[config.mk]
export PLATFORM = sky130hd
export DESIGN_NAME = uhd_root_hub
export DESIGN_NICKNAME = d
export VERILOG_FILES = /design/src/core/uhd_pkg.sv /design/src/core/uhd_sync.sv /design/src/core/uhd_port.sv /design/src/core/uhd_root_hub.sv
export SDC_FILE = /design/constraint.sdc
export NUM_CORES = 1
export LEC_CHECK = 0
export ABC_AREA = 0
export BUFFER_PORTS_ARGS = -buffer_cell sky130_fd_sc_hd__buf_2
export CORE_MARGIN = 2
export CORE_UTILIZATION = 37
export CTS_BUF_LIST = sky130_fd_sc_hd__clkbuf_8 sky130_fd_sc_hd__clkbuf_16
export DETAILED_ROUTE_END_ITERATION = 10
export PLACE_DENSITY_LB_ADDON = 0.12
export REMOVE_ABC_BUFFERS = 1
export SYNTH_ARGS = -nofsm -noshare
export SYNTH_HDL_FRONTEND = slang
export SYNTH_HIERARCHICAL = 1
export SYNTH_SLANG_ARGS = --single-unit
[constraint.sdc]
create_clock -name clk_in -period 5.95 [get_ports clk_in]
set_clock_uncertainty 0.15 [all_clocks]
set_input_delay 0.2975 -clock clk_in [delete_from_list [all_inputs] [get_ports clk_in]]
set_output_delay 0.2975 -clock clk_in [all_outputs]
set_load 0.02 [all_outputs]
[src/core/uhd_pkg.sv]
// Purpose: Constants for the root hub and done queue block
// Assumes: 20 MHz clock, registers on a plain strobe port
// Notes:   Byte offsets, field positions and counts live here
// Operation
// - Hub or port change flag becoming set raises the hub change interrupt
// - Writing one to ownership request raises the ownership interrupt
// - Every retired descriptor is linked onto the done queue
// - At frame end with defer count zero, write done pointer, raise interrupt
// - Newest retired descriptor at queue head, oldest at tail
// - Two ports: first port register is port 0, second is port 1
// - One power control acts on both ports together
// - Over-current reported once for all ports
// - Descriptor registers read-only: simple hub, removable devices, 2 ms
// - Hub bit 0 write one powers off, bit 16 write one powers on
// - Hub bit 15 write one enables wakeup, bit 31 disables it
// - With wakeup enabled a connect change is a wakeup event
// - Hub bit 0 shows over-current, bit 17 flags its changes
// - Port low half shows status, high half flags status changes
// - Port bit 0 write one disables, bit 1 write one enables
// - Port bit 2 write one suspends, bit 3 write one resumes
// - Port bit 4 write one starts bus reset, reads one meanwhile
// - Port read: connect bit 0, enabled bit 1, suspended bit 2
// - Port read: power bit 8, low-speed device bit 9
// - Port change flags set on status change, write one clears
// - Done pointer not written again until write-back flag cleared
// - Pointer low bit set when an unmasked interrupt status is pending
package uhd_pkg;
	localparam logic [7:0] OFF_HUB    = 8'h00;
	localparam logic [7:0] OFF_PORT0  = 8'h04;
	localparam logic [7:0] OFF_PORT1  = 8'h08;
	localparam logic [7:0] OFF_DESC_A = 8'h0C;
	localparam logic [7:0] OFF_DESC_B = 8'h10;
	localparam logic [7:0] OFF_CMD    = 8'h14;
	localparam logic [7:0] OFF_INT_ST = 8'h18;
	localparam logic [7:0] OFF_INT_EN = 8'h1C;
	localparam logic [7:0] OFF_DONE   = 8'h20;
	localparam int HUB_PWR_OFF  = 0;
	localparam int HUB_WAKE_SET = 15;
	localparam int HUB_PWR_ON   = 16;
	localparam int HUB_OC_CHG   = 17;
	localparam int HUB_WAKE_CLR = 31;
	localparam int PRT_CONN     = 0;
	localparam int PRT_EN       = 1;
	localparam int PRT_SUSP     = 2;
	localparam int PRT_RESUME   = 3;
	localparam int PRT_RST      = 4;
	localparam int PRT_CONN_CHG = 16;
	localparam int PRT_EN_CHG   = 17;
	localparam int PRT_SUSP_CHG = 18;
	localparam int PRT_RST_CHG  = 20;
	localparam int CMD_OWN_REQ  = 3;
	localparam int INT_WD       = 1;
	localparam int INT_RHSC     = 6;
	localparam int INT_OC       = 30;
	localparam logic [31:0] DESC_A_VAL = 32'h01000002;
	localparam logic [31:0] DESC_B_VAL = 32'h00000000;
	localparam logic [2:0] DEFER_IDLE = 3'h7;
	localparam longint CLK_HZ    = 20000000;
	localparam longint FRAME_US  = 1000;
	localparam longint PRST_US   = 10000;
	localparam int FRAME_CYC = int'(FRAME_US * CLK_HZ / 1000000);
	localparam int PRST_CYC  = int'(PRST_US * CLK_HZ / 1000000);
endpackage

[src/core/uhd_sync.sv]
// Purpose: Two-stage synchroniser for pin inputs
// Assumes: Inputs are static long compared with the clock
// Notes:   First stage feeds only the second stage
`timescale 1ns/1ps
`default_nettype none
module uhd_sync #(
	parameter int W = 1
) (
	input  wire logic         clk_in,
	input  wire logic         rst_b_in,
	input  wire logic [W-1:0] d_in,
	output logic      [W-1:0] q_out
);
	logic [W-1:0] meta;
	// Two flip-flops per bit
	always_ff @(posedge clk_in or negedge rst_b_in) begin
		if (!rst_b_in) begin
			meta  <= '0;
			q_out <= '0;
		end else begin
			meta  <= d_in;
			q_out <= meta;
		end
	end
endmodule // uhd_sync
`default_nettype wire

[src/core/uhd_port.sv]
// Purpose: One downstream port of the root hub
// Assumes: Connect and speed inputs already synchronised
// Notes:   Status word laid out as the port register reads
`timescale 1ns/1ps
`default_nettype none
module uhd_port #(
	parameter int RST_CYC = uhd_pkg::PRST_CYC
) (
	input  wire logic        clk_in,
	input  wire logic        rst_b_in,
	input  wire logic        connect_in,
	input  wire logic        low_speed_in,
	input  wire logic        power_in,
	input  wire logic        wr_in,
	input  wire logic [31:0] wdata_in,
	output logic      [31:0] status_out,
	output logic             change_out,
	output logic             conn_edge_out
);
	typedef struct packed {
		logic conn; logic en; logic susp; logic rst;
		logic conn_chg; logic en_chg; logic susp_chg; logic rst_chg;
		logic [17:0] cnt;
	} uhd_port_s;
	uhd_port_s s;
	uhd_port_s next_s;
	logic [31:0] w;
	logic [31:0] clr;
	// Port state, commands and change flags
	always_comb begin
		next_s = s;
		w = wr_in ? wdata_in : 32'h00000000;
		clr = w;
		next_s.conn = connect_in & power_in;
		if (!next_s.conn) begin
			next_s.en   = 1'b0;
			next_s.susp = 1'b0;
			next_s.rst  = 1'b0;
		end else if (s.rst) begin
			if (s.cnt == 18'h00000) begin
				next_s.rst = 1'b0;
				next_s.en  = 1'b1;
			end else begin
				next_s.cnt = s.cnt - 18'h00001;
			end
		end else begin
			if (w[uhd_pkg::PRT_CONN]) next_s.en = 1'b0;
			if (w[uhd_pkg::PRT_EN]) next_s.en = 1'b1;
			if (w[uhd_pkg::PRT_SUSP] && s.en) next_s.susp = 1'b1;
			if (w[uhd_pkg::PRT_RESUME]) next_s.susp = 1'b0;
			if (w[uhd_pkg::PRT_RST]) begin
				next_s.rst  = 1'b1;
				next_s.susp = 1'b0;
				next_s.cnt  = 18'(RST_CYC - 1);
			end
		end
		if (!next_s.en) next_s.susp = 1'b0;
		// Set wins over a clear in the same cycle
		next_s.conn_chg = (s.conn_chg & ~clr[uhd_pkg::PRT_CONN_CHG]) | (next_s.conn ^ s.conn);
		next_s.en_chg   = (s.en_chg & ~clr[uhd_pkg::PRT_EN_CHG]) | (next_s.en ^ s.en);
		next_s.susp_chg = (s.susp_chg & ~clr[uhd_pkg::PRT_SUSP_CHG]) | (next_s.susp ^ s.susp);
		next_s.rst_chg  = (s.rst_chg & ~clr[uhd_pkg::PRT_RST_CHG]) | (s.rst & ~next_s.rst);
	end
	always_ff @(posedge clk_in or negedge rst_b_in) begin
		if (!rst_b_in) s <= '0;
		else s <= next_s;
	end
	// Register view: status low, changes high
	assign status_out = {11'h000, s.rst_chg, 1'b0, s.susp_chg, s.en_chg, s.conn_chg, 6'h00,
		low_speed_in & s.conn, power_in, 3'h0, s.rst, 1'b0, s.susp, s.en, s.conn};
	assign change_out    = s.conn_chg | s.en_chg | s.susp_chg | s.rst_chg;
	assign conn_edge_out = next_s.conn ^ s.conn;
endmodule // uhd_port
`default_nettype wire

[src/core/uhd_root_hub.sv]
// Purpose: Root hub registers and frame-end done queue write-back
// Assumes: Pins are asynchronous; schedule logic shares the clock
// Notes:   Shared-area writes leave as one-cycle strobes
//          Memory side must take every strobe
//          Lengths are parameters for short runs
`timescale 1ns/1ps
`default_nettype none
module uhd_root_hub #(
	parameter int FRAME_CYC = uhd_pkg::FRAME_CYC,
	parameter int PRST_CYC  = uhd_pkg::PRST_CYC
) (
	// Clock and reset
	input  wire logic        clk_in,
	input  wire logic        rst_b_in,

	// Register port
	input  wire logic [7:0]  addr_in,
	input  wire logic [31:0] wdata_in,
	input  wire logic        wr_in,
	input  wire logic        rd_in,
	output logic      [31:0] rdata_out,

	// Pins from the two ports
	input  wire logic [1:0]  connect_in,
	input  wire logic [1:0]  low_speed_in,
	input  wire logic        overcurrent_in,

	// Descriptor retirement from the schedule
	input  wire logic        td_retire_in,
	input  wire logic [27:0] td_addr_in,
	input  wire logic [2:0]  td_delay_in,

	// Memory write strobes
	output logic             link_wr_out,
	output logic      [31:0] link_addr_out,
	output logic      [31:0] link_data_out,
	output logic             done_wr_out,
	output logic      [31:0] done_data_out,

	// Port drive and events
	output logic             port_power_out,
	output logic      [1:0]  port_enable_out,
	output logic      [1:0]  port_suspend_out,
	output logic      [1:0]  port_reset_out,
	output logic             wake_out,
	output logic             irq_out
);
	// Whole block state in one packed record: the next
	// copy is built combinationally and registered once,
	// so every top output leaves straight from a flip-flop
	typedef struct packed {
		// Register port and interrupts
		logic [31:0] rdata;
		logic [2:0]  int_sts;
		logic [2:0]  int_en;
		// Hub state
		logic        wake_en;
		logic        power;
		logic        oc_flag;
		logic        oc_chg;
		logic [8:0]  chg_any;
		// Done queue
		logic [27:0] head;
		logic [2:0]  defer;
		logic [17:0] frame;
		// Memory strobes
		logic        link_wr;
		logic [31:0] link_addr;
		logic [31:0] link_data;
		logic        done_wr;
		logic [31:0] done_data;
		// Port drive and events
		logic        wake;
		logic        irq;
		logic [1:0]  en;
		logic [1:0]  susp;
		logic [1:0]  rst;
	} uhd_top_s;

	// Interrupt status slots
	// Slot order inside int_sts and int_en
	localparam int S_WD = 0;
	localparam int S_RH = 1;
	localparam int S_OC = 2;

	uhd_top_s    s;
	uhd_top_s    next_s;

	// Pins after the synchronisers
	logic [1:0]  conn_sync;
	logic [1:0]  ls_sync;
	logic        oc_sync;

	// Port views and register write decode
	logic [31:0] port_sts [2];
	logic [1:0]  port_edge;
	logic [1:0]  port_wr;
	logic        hub_wr;

	// Next-state helpers
	logic [31:0] hw;
	logic [2:0]  isc;
	logic [2:0]  iset;
	logic [8:0]  chg_vec;
	logic        frame_end;
	logic        write_back;
	logic [27:0] head_base;
	logic [2:0]  defer_f;

	// Read views
	logic [31:0] hub_rd;
	logic [31:0] ist_rd;
	logic [31:0] ien_rd;

	// Pin synchronisers
	// Logic reads only the second stage
	uhd_sync #(.W(2)) u_conn_sync (
		.clk_in  (clk_in),
		.rst_b_in(rst_b_in),
		.d_in    (connect_in),
		.q_out   (conn_sync)
	);

	uhd_sync #(.W(2)) u_ls_sync (
		.clk_in  (clk_in),
		.rst_b_in(rst_b_in),
		.d_in    (low_speed_in),
		.q_out   (ls_sync)
	);

	uhd_sync #(.W(1)) u_oc_sync (
		.clk_in  (clk_in),
		.rst_b_in(rst_b_in),
		.d_in    (overcurrent_in),
		.q_out   (oc_sync)
	);

	// Write decode per port register
	// Exact byte match, other offsets ignored
	assign port_wr[0] = wr_in && (addr_in == uhd_pkg::OFF_PORT0);
	assign port_wr[1] = wr_in && (addr_in == uhd_pkg::OFF_PORT1);
	assign hub_wr     = wr_in && (addr_in == uhd_pkg::OFF_HUB);

	// Two downstream ports sharing one power control
	// Power-off drops both connect states at once
	genvar gi;
	generate
		for (gi = 0; gi < 2; gi++) begin : g_port
			// Each port gets its own write strobe
			uhd_port #(.RST_CYC(PRST_CYC)) u_port (
				.clk_in       (clk_in),
				.rst_b_in     (rst_b_in),
				.connect_in   (conn_sync[gi]),
				.low_speed_in (ls_sync[gi]),
				.power_in     (s.power),
				.wr_in        (port_wr[gi]),
				.wdata_in     (wdata_in),
				.status_out   (port_sts[gi]),
				.change_out   (),
				.conn_edge_out(port_edge[gi])
			);
		end
	endgenerate

	// Read views of the hub and interrupt registers
	// Unlisted bits read as zero
	always_comb begin
		hub_rd = 32'h00000000;
		hub_rd[0] = s.oc_flag;
		hub_rd[uhd_pkg::HUB_WAKE_SET] = s.wake_en;
		hub_rd[uhd_pkg::HUB_OC_CHG] = s.oc_chg;

		// Interrupt status and enable views
		ist_rd = 32'h00000000;
		ist_rd[uhd_pkg::INT_WD]   = s.int_sts[S_WD];
		ist_rd[uhd_pkg::INT_RHSC] = s.int_sts[S_RH];
		ist_rd[uhd_pkg::INT_OC]   = s.int_sts[S_OC];

		ien_rd = 32'h00000000;
		ien_rd[uhd_pkg::INT_WD]   = s.int_en[S_WD];
		ien_rd[uhd_pkg::INT_RHSC] = s.int_en[S_RH];
		ien_rd[uhd_pkg::INT_OC]   = s.int_en[S_OC];
	end

	// Next state of the whole block
	always_comb begin
		next_s = s;
		hw = hub_wr ? wdata_in : 32'h00000000;
		isc = 3'h0;
		iset = 3'h0;
		// Strobes drop unless raised below
		next_s.link_wr = 1'b0;
		next_s.done_wr = 1'b0;
		next_s.wake = 1'b0;

		// Register reads, data one cycle later
		// Zero outside the read cycle
		next_s.rdata = 32'h00000000;
		// Descriptor values are constants
		if (rd_in) begin
			case (addr_in)
				uhd_pkg::OFF_HUB:    next_s.rdata = hub_rd;
				uhd_pkg::OFF_PORT0:  next_s.rdata = port_sts[0];
				uhd_pkg::OFF_PORT1:  next_s.rdata = port_sts[1];
				uhd_pkg::OFF_DESC_A: next_s.rdata = uhd_pkg::DESC_A_VAL;
				uhd_pkg::OFF_DESC_B: next_s.rdata = uhd_pkg::DESC_B_VAL;
				uhd_pkg::OFF_INT_ST: next_s.rdata = ist_rd;
				uhd_pkg::OFF_INT_EN: next_s.rdata = ien_rd;
				uhd_pkg::OFF_DONE:   next_s.rdata = {s.head, 4'h0};
				default:             next_s.rdata = 32'h00000000;
			endcase
		end

		// Global power and wakeup enable commands
		// Power on wins over off in one write; wakeup off wins over on
		if (hw[uhd_pkg::HUB_PWR_OFF]) next_s.power = 1'b0;
		if (hw[uhd_pkg::HUB_PWR_ON]) next_s.power = 1'b1;
		if (hw[uhd_pkg::HUB_WAKE_SET]) next_s.wake_en = 1'b1;
		if (hw[uhd_pkg::HUB_WAKE_CLR]) next_s.wake_en = 1'b0;

		// Collective over-current and its change flag
		// Pulses under one clock may be missed
		next_s.oc_flag = oc_sync;
		next_s.oc_chg = (s.oc_chg & ~hw[uhd_pkg::HUB_OC_CHG]) | (oc_sync ^ s.oc_flag);

		// Connect change seen as wakeup while enabled
		// One cycle per connect edge
		next_s.wake = s.wake_en & (|port_edge);

		// Hub change interrupt on a flag becoming set
		// Each flag has its own previous copy, so one that
		// rises while another is pending is not lost
		chg_vec[8] = s.oc_chg;
		for (int p = 0; p < 2; p++) begin
			chg_vec[4*p]   = port_sts[p][uhd_pkg::PRT_CONN_CHG];
			chg_vec[4*p+1] = port_sts[p][uhd_pkg::PRT_EN_CHG];
			chg_vec[4*p+2] = port_sts[p][uhd_pkg::PRT_SUSP_CHG];
			chg_vec[4*p+3] = port_sts[p][uhd_pkg::PRT_RST_CHG];
		end
		next_s.chg_any = chg_vec;
		iset[S_RH] = |(chg_vec & ~s.chg_any);

		// Ownership request raises its interrupt
		// A zero in the command bit changes nothing
		if (wr_in && (addr_in == uhd_pkg::OFF_CMD)) begin
			iset[S_OC] = wdata_in[uhd_pkg::CMD_OWN_REQ];
		end

		// Interrupt status clear and enable writes
		// Status is write-one-to-clear
		if (wr_in && (addr_in == uhd_pkg::OFF_INT_ST)) begin
			isc[S_WD] = wdata_in[uhd_pkg::INT_WD];
			isc[S_RH] = wdata_in[uhd_pkg::INT_RHSC];
			isc[S_OC] = wdata_in[uhd_pkg::INT_OC];
		end

		if (wr_in && (addr_in == uhd_pkg::OFF_INT_EN)) begin
			next_s.int_en[S_WD] = wdata_in[uhd_pkg::INT_WD];
			next_s.int_en[S_RH] = wdata_in[uhd_pkg::INT_RHSC];
			next_s.int_en[S_OC] = wdata_in[uhd_pkg::INT_OC];
		end

		// Frame timer, one frame end per millisecond
		// Zero count marks the frame end
		frame_end = (s.frame == 18'h00000);
		if (frame_end) begin
			next_s.frame = 18'(FRAME_CYC - 1);
		end else begin
			next_s.frame = s.frame - 18'h00001;
		end

		// Write-back only once the previous one is cleared
		// Empty queue is not written back
		// Defer 7 means no delay pending
		write_back = frame_end && (s.defer == 3'h0) && !s.int_sts[S_WD];
		write_back = write_back && (s.head != 28'h0000000);
		// Count down only at frame ends
		defer_f = s.defer;
		if (write_back) begin
			next_s.done_wr   = 1'b1;
			next_s.done_data = {s.head, 3'h0, |(s.int_sts & s.int_en)};
			iset[S_WD]       = 1'b1;
			defer_f          = uhd_pkg::DEFER_IDLE;
		end else if (frame_end && (s.defer != 3'h0) && (s.defer != uhd_pkg::DEFER_IDLE)) begin
			defer_f = s.defer - 3'h1;
		end
		next_s.defer = defer_f;

		// Retired descriptor pushed at the queue head
		// Retire in a write-back cycle starts a new queue
		// Old head is the link; zero ends the queue
		head_base = write_back ? 28'h0000000 : s.head;
		next_s.head = head_base;
		if (td_retire_in) begin
			next_s.link_wr   = 1'b1;
			next_s.link_addr = {td_addr_in, 4'h0};
			next_s.link_data = {head_base, 4'h0};
			next_s.head      = td_addr_in;
			if (td_delay_in < defer_f) next_s.defer = td_delay_in;
		end

		// Set wins over a clear in the same cycle
		// Interrupt line in the same cycle as status
		next_s.int_sts = (s.int_sts & ~isc) | iset;
		next_s.irq = |(next_s.int_sts & s.int_en);

		// Registered copies of the port drive levels
		// One cycle behind the register bits
		next_s.en[0]   = port_sts[0][uhd_pkg::PRT_EN];
		next_s.en[1]   = port_sts[1][uhd_pkg::PRT_EN];
		next_s.susp[0] = port_sts[0][uhd_pkg::PRT_SUSP];
		next_s.susp[1] = port_sts[1][uhd_pkg::PRT_SUSP];
		next_s.rst[0]  = port_sts[0][uhd_pkg::PRT_RST];
		next_s.rst[1]  = port_sts[1][uhd_pkg::PRT_RST];
	end

	// State register, frame timer loaded at reset
	// Reset branch holds constants only
	always_ff @(posedge clk_in or negedge rst_b_in) begin
		if (!rst_b_in) begin
			s <= '0;
			s.defer <= uhd_pkg::DEFER_IDLE;
			s.frame <= 18'(FRAME_CYC - 1);
		end else begin
			s <= next_s;
		end
	end

	// Outputs straight from the state register
	// No logic between flip-flop and pin
	assign rdata_out        = s.rdata;
	assign link_wr_out      = s.link_wr;
	assign link_addr_out    = s.link_addr;
	assign link_data_out    = s.link_data;
	assign done_wr_out      = s.done_wr;
	assign done_data_out    = s.done_data;
	assign port_power_out   = s.power;
	assign port_enable_out  = s.en;
	assign port_suspend_out = s.susp;
	assign port_reset_out   = s.rst;
	assign wake_out         = s.wake;
	assign irq_out          = s.irq;
endmodule // uhd_root_hub
`default_nettype wire

==> results of run 1 <==
[registers in the layout (all words and copies together), names as in the netlist, 3 cells and up]
signal / cells
rdata_out: 32
g_port.u_port/s: 36
done_data_out: 29
link_addr_out: 28
s: 58
link_data_out: 28
g_port.u_port/status_out: 16
ien_rd: 3
ist_rd: 3
[worst max path at each step]
stage               slack (ns)  cells after the start              from                                 end
floorplan                 1.49                      9  s[127]$_DFF_PN0_                    s[125]$_DFF_PN1_
global placement          2.24                     10        addr_in[5]  g_port[1].u_port/s[15]$_DFFE_PN0P_
detailed placement        2.20                     10        addr_in[5]  g_port[1].u_port/s[15]$_DFFE_PN0P_
CTS                       2.63                      9  s[130]$_DFF_PN0_                    s[125]$_DFF_PN1_
global route              2.33                     12  s[106]$_DFF_PN1_                    s[125]$_DFF_PN1_
finish                    2.67                     12  s[106]$_DFF_PN1_                    s[125]$_DFF_PN1_
[layout make-up]
class / instances / area [um^2]
Antenna cell: 4 / 10.0
Clock buffer: 41 / 913
Clock inverter: 15 / 96.3
Fill cell: 3306 / 19400
Inverter: 51 / 191
Multi-Input combinational cell: 725 / 4570
Sequential cell: 257 / 6450
Tap cell: 448 / 561
Timing Repair Buffer: 247 / 1530
[routing by layer]
metal	vias to the layer above	GRT usage, %
li1	4178	-
met1	4251	24.9
met2	201	26.6
met3	45	3.10
met4	4	4.08
met5	-	0
[worst min-delay path, stage by stage]
cell and delay [ns]:
buf_2 0.10, nor3_2 0.07, nand2_1 0.07, o21ai_0 0.07, nand2_1 0.08
[repair_timing]
action,CTS,global route
hold buffers,49,0
setup endpoints to repair,0,0
hold endpoints to repair,169,0
[report_power, final]
part	leakage, uW	switching (uW)	internal, uW
Clock	0.000530	718	1100
Sequential	0.00329	70.2	1840
Combinational	0.00306	238	165
Total	0.00688	1030	3110
[through the flow]
stage	utilization [%]	total power, uW	hold slack [ns]
after global placement	38.0	2320	0.184
final	42.5	4140	0.0324
after detailed placement	38.0	2330	0.185
after global routing	42.5	4330	0.0403
after floorplan	-	2140	-0.148
after CTS	42.4	4200	0.00202
==> results.yml, run 1 <==
outcome:
  status: "complete, no violations"
cells_and_area:
  syn_to_final_growth_pct: 12.7
  mostFrequentLayoutCell: "dfrtp_1"
  instances_no_fill: 1788
  nets: 1402
  layout_common_cells: "dfrtp_1 (245), buf_2 (187), nand2_1 (153)"
  drive_above_1_share_pct: 24.3
  fin_area_mm2: 0.0143
detailed_routing:
  via_per_inst: 4.85
  drc: 0
  wl_met3_mm: 1.65
  firstDrtPassIters: 6
  top_layer: "met5"
  antenna_left: 0
  vias: 8679
  wl_per_cell_um: 17.4
  routed_wl_mm: 31.0
  met1Wirelength_mm: 14.8
  drt_iter0_markers: 566
  met2RoutedLength_mm: 13.9
synthesis:
  synthCells: 1227
  synth_area_mm2: 0.0127
  ys_warn_count: 6
  synth_area_per_cell_um2: 10.4
sta:
  fin_ws_ns: 2.67
  min_period_ns: 3.28
  fin_tns_setup_ns: 0
  slew_headroom_pct: 31.6
  period_share_pct: 55.1
  final_max_slew_viol_count: 0
  worst_pin_slew_ns: 1.02
  timing_hold_violations_final: 0
  fmax_mhz: 305
  rsz0062_at_grt: "no"
  setup_viol: 0
min_path:
  min_to: "ist_rd[1]$_DFF_PN0_"
  hold_depth: 5
  min_path_type: "input pin to flip-flop"
  hold_path_startpoint: "addr_in[1]"
worst_setup_path:
  reg2regPathDepth: 12
  cp-end-kind: "flip-flop"
  criticalPathCategory: "flip-flop to flip-flop"
  slowest_stage: "dfstp_2"
  cp_max_fo: 4
  critPathTopFamily: "simple AND/OR/NAND/NOR gates"
  path_buf_inv: 2
  cp_cell_sequence: "inv_1 > ha_1 > nor3b_1 > nand4_1 > nor4b_2 > xnor2_1 > and2_1 > ha_1 > inv_1 > o21ai_0 > a41oi_2 > o32a_1"
  reg2reg_to: "s[125]$_DFF_PN1_"
  arrival_ns: 3.59
  r2r-start: "s[106]$_DFF_PN1_"
  cp.required_ns: 6.26
  rrSetupSlack_ns: 2.67
  critPathMaxStageDelay_ns: 0.37
  worstSetupStartpointType: "flip-flop"
global_routing:
  antenna_found_initial: 6
  grt_max_degree: 157
  grt_overflow: 0
  grt_first_pass_wirelength_mm: 49.0
  grt_pass1_vias: 8378
  grt_usage_pct: 17.1
placement:
  post-place-ws_ns: 2.20
  dpl.cell_count: 1679
  dp_hpwl_mm: 20.5
  portBuffers: 189
  postPlaceCellArea_mm2: 0.0128
  gp_congestion: 0.770
die:
  dieWidth_um: 189
  io_pins: 220
  core_mm2: 0.0337
  rows: 67
  dieHeight_um: 189
  die_area_mm2: 0.0358
  start_util_pct: 37.7
clock_network:
  htree_levels: 1
  clock-sinks: 257
  cts_tree: "built"
  insertion_delay_ns: 0.56
  cts_buffer_depth: 3
  postCtsResizedCells: 0
  cts_buffers: 30
  clk_pin_slew_worst_paths_ns: 0.06
  postCtsSetupRepairBufs: 0
  ctsRootBufferMaster: "clkbuf_16"
power_and_ir_drop:
  total_leakage_power_uw: 0.00688
  ir_worst_vdd_mv: 0.196
  power_density_mw_per_mm2: 289
flow_run:
  cap_violations: 0
No activity file was read; power rests on OpenSTA's default activity.
==> run 2: changes to the inputs <==
--- a/config.mk
+++ b/config.mk
@@ -5,7 +5,7 @@
 export SDC_FILE = /design/constraint.sdc
 export NUM_CORES = 1
 export LEC_CHECK = 0
-export ABC_AREA = 0
+export ABC_AREA = 1
 export BUFFER_PORTS_ARGS = -buffer_cell sky130_fd_sc_hd__buf_2
 export CORE_MARGIN = 2
 export CORE_UTILIZATION = 37
==> constraint.sdc (replaced) <==
create_clock -name clk_in -period 3 [get_ports clk_in]
set_clock_uncertainty 0.15 [all_clocks]
set_input_delay 0.15 -clock clk_in [delete_from_list [all_inputs] [get_ports clk_in]]
set_output_delay 0.15 -clock clk_in [all_outputs]
set_load 0.02 [all_outputs]
==> results.yml, run 2 <==
clock_network:
  ctsRootBufferMaster: "clkbuf_16"
  htree_levels: 1
  clk_pin_slew_worst_paths_ns: 0.06
  cts_buffers: 30
  clock-sinks: 257
  cts_tree: "built"
  postCtsSetupRepairBufs: 0
  cts_buffer_depth: 3
  insertion_delay_ns: 0.55
sta:
  worst_pin_slew_ns: 0.674
  timing_hold_violations_final: 0
  final_max_slew_viol_count: 0
  period_share_pct: 92.7
  rsz0062_at_grt: "no"
  setup_viol: 0
  hold_slack_ns: 0.0204
  slew_headroom_pct: 54.9
  min_period_ns: 2.78
  fmax_mhz: 360
  fin_ws_ns: 0.220
detailed_routing:
  wl_per_cell_um: 15.4
  firstDrtPassIters: 10
  drc: 10
  antenna_left: 0
  via_per_inst: 4.53
  vias: 9646
  routed_wl_mm: 32.7
  drt_iter0_markers: 451
cells_and_area:
  instances_no_fill: 2128
  syn_to_final_growth_pct: 13.8
  utilization_pct: 42.8
  final-seq-area_mm2: 0.00645
  layout_common_cells: "nand2_1 (256), dfrtp_1 (245), nor2_1 (197)"
  largest_reg_flops: 58
  mostFrequentLayoutCell: "nand2_1"
  multi_input_area_mm2: 0.00482
  fillers: 3557
  largest-register: "s"
  nets: 1734
  drive_above_1_share_pct: 23.9
worst_setup_path:
  critPathTopFamily: "buffers and inverters"
  arrival_ns: 3.06
  criticalPathCategory: "input pin to flip-flop"
  crit_top_cell: "dlygate4sd3_1"
  critical_path_cell_count: 11
  cp_max_fo: 5
  path_buf_inv: 6
  cp_cell_sequence: "dlygate4sd3_1 > buf_2 > inv_1 > nand4_1 > dlygate4sd3_1 > inv_2 > nand2_1 > nor2_1 > nand2_1 > a22o_1 > dlygate4sd3_1"
  slowest_stage: "dlygate4sd3_1"
  rrSetupSlack_ns: 0.32
  cp.required_ns: 3.28
  cp-end-kind: "flip-flop"
  reg2regPathDepth: 16
  critPathMaxStageDelay_ns: 0.58
  worstSetupStartpointType: "input pin"
synthesis:
  synth_area_per_cell_um2: 8.77
  ys_warn_count: 6
  synth_area_mm2: 0.0134
  synthCells: 1529
power_and_ir_drop:
  total_leakage_power_uw: 0.00764
  power_density_mw_per_mm2: 549
  total_power_uw: 8380
  ir_worst_vdd_mv: 0.406
min_path:
  hold_depth: 6
  min_path_type: "input pin to flip-flop"
outcome:
  status: "finished, violations left"
  violations: "design-rule violations"
global_routing:
  antenna_found_initial: 1
  grt_overflow: 0
  grt_max_degree: 82
  grt_first_pass_wirelength_mm: 52.8
  grt_usage_pct: 17.3
  grt_pass1_vias: 9436
placement:
  dp_hpwl_mm: 23.1
  dpl.cell_count: 2010
  gp_congestion: 0.833
  portBuffers: 189
  post-place-ws_ns: 0.238
die:
  dieHeight_um: 194
  die_area_mm2: 0.0378
  start_util_pct: 37.6
  dieWidth_um: 194
  io_pins: 220
  rows: 69
  core_mm2: 0.0357
flow_run:
  cap_violations: 0
## run 2: where the power goes
part	switching, uW	total [uW]	internal, uW
sequential	112	3770	3650
clock	1450	3780	2330
combinational	528	831	303
total	2090	8380	6290
## run 2: worst paths after layout
| kind | startpoint | end |
|---|---|---|
| min in group asynchronous | rst_b_in | s[126]$_DFF_PN1_ |
| worst max register to register | s[106]$_DFF_PN1_ | s[124]$_DFF_PN1_ |
| worst max-delay path | addr_in[6] | port_power_out$_DFFE_PN0P_ |
| worst min-delay path | wdata_in[4] | g_port[0].u_port/status_out[18]$_DFF_PN0_ |
| max in group asynchronous | rst_b_in | g_port[1].u_port/s[12]$_DFFE_PN0P_ |
| worst min register to register | u_conn_sync/meta[0]$_DFF_PN0_ | u_conn_sync/q_out[0]$_DFF_PN0_ |
## run 2: what timing repair did
| action | 4_1_cts | 5_1_grt |
|---|---|---|
| hold buffers | 63 | 0 |
| resized for setup | 0 | 5 |
| hold endpoints to repair | 348 | 0 |
| setup endpoints to repair | 0 | 22 |
## run 2: layer usage
metal  part of all wire [%]  vias to the layer above  track usage [%]
met1                     47                     4519             24.8
met3                    4.6                       49             2.64
met5                      0                        -                0
met4                    2.4                        0             4.36
met2                     46                      203             27.5
li1                       -                     4875                -
## run 2: metrics by stage
step	cell area, um^2	setup TNS (ns)
2_1_floorplan	11800	-0.975
3_3_place_gp	13500	0
3_5_place_dp	13500	0
4_1_cts	15200	0
5_1_grt	15300	0
6_report	15300	0
## run 2: area by class of cell
cell class,instances,share of cell area [%]
clock buffers,40,5.90
repair buffers,271,11.7
clock inverters,14,0.927
inverters,157,3.88
multi-input cells,927,31.6
well taps,461,3.78
flip-flops and latches,257,42.3
diodes,1,0.0164
## run 2: worst register-to-register path, stage by stage (launching register included)
cell and delay, ns:
dfstp_2 0.54, inv_1 0.08, ha_1 0.20, inv_1 0.07, nor2_1 0.04, nand3_1 0.11, nor2_4 0.06, nand2_2 0.19
nor2_2 0.06, nand2_2 0.10, buf_4 0.48, nand3_1 0.19, nand2_1 0.10, nand2_1 0.08, nand2_1 0.08, nand2_1 0.05
nand2_1 0.05
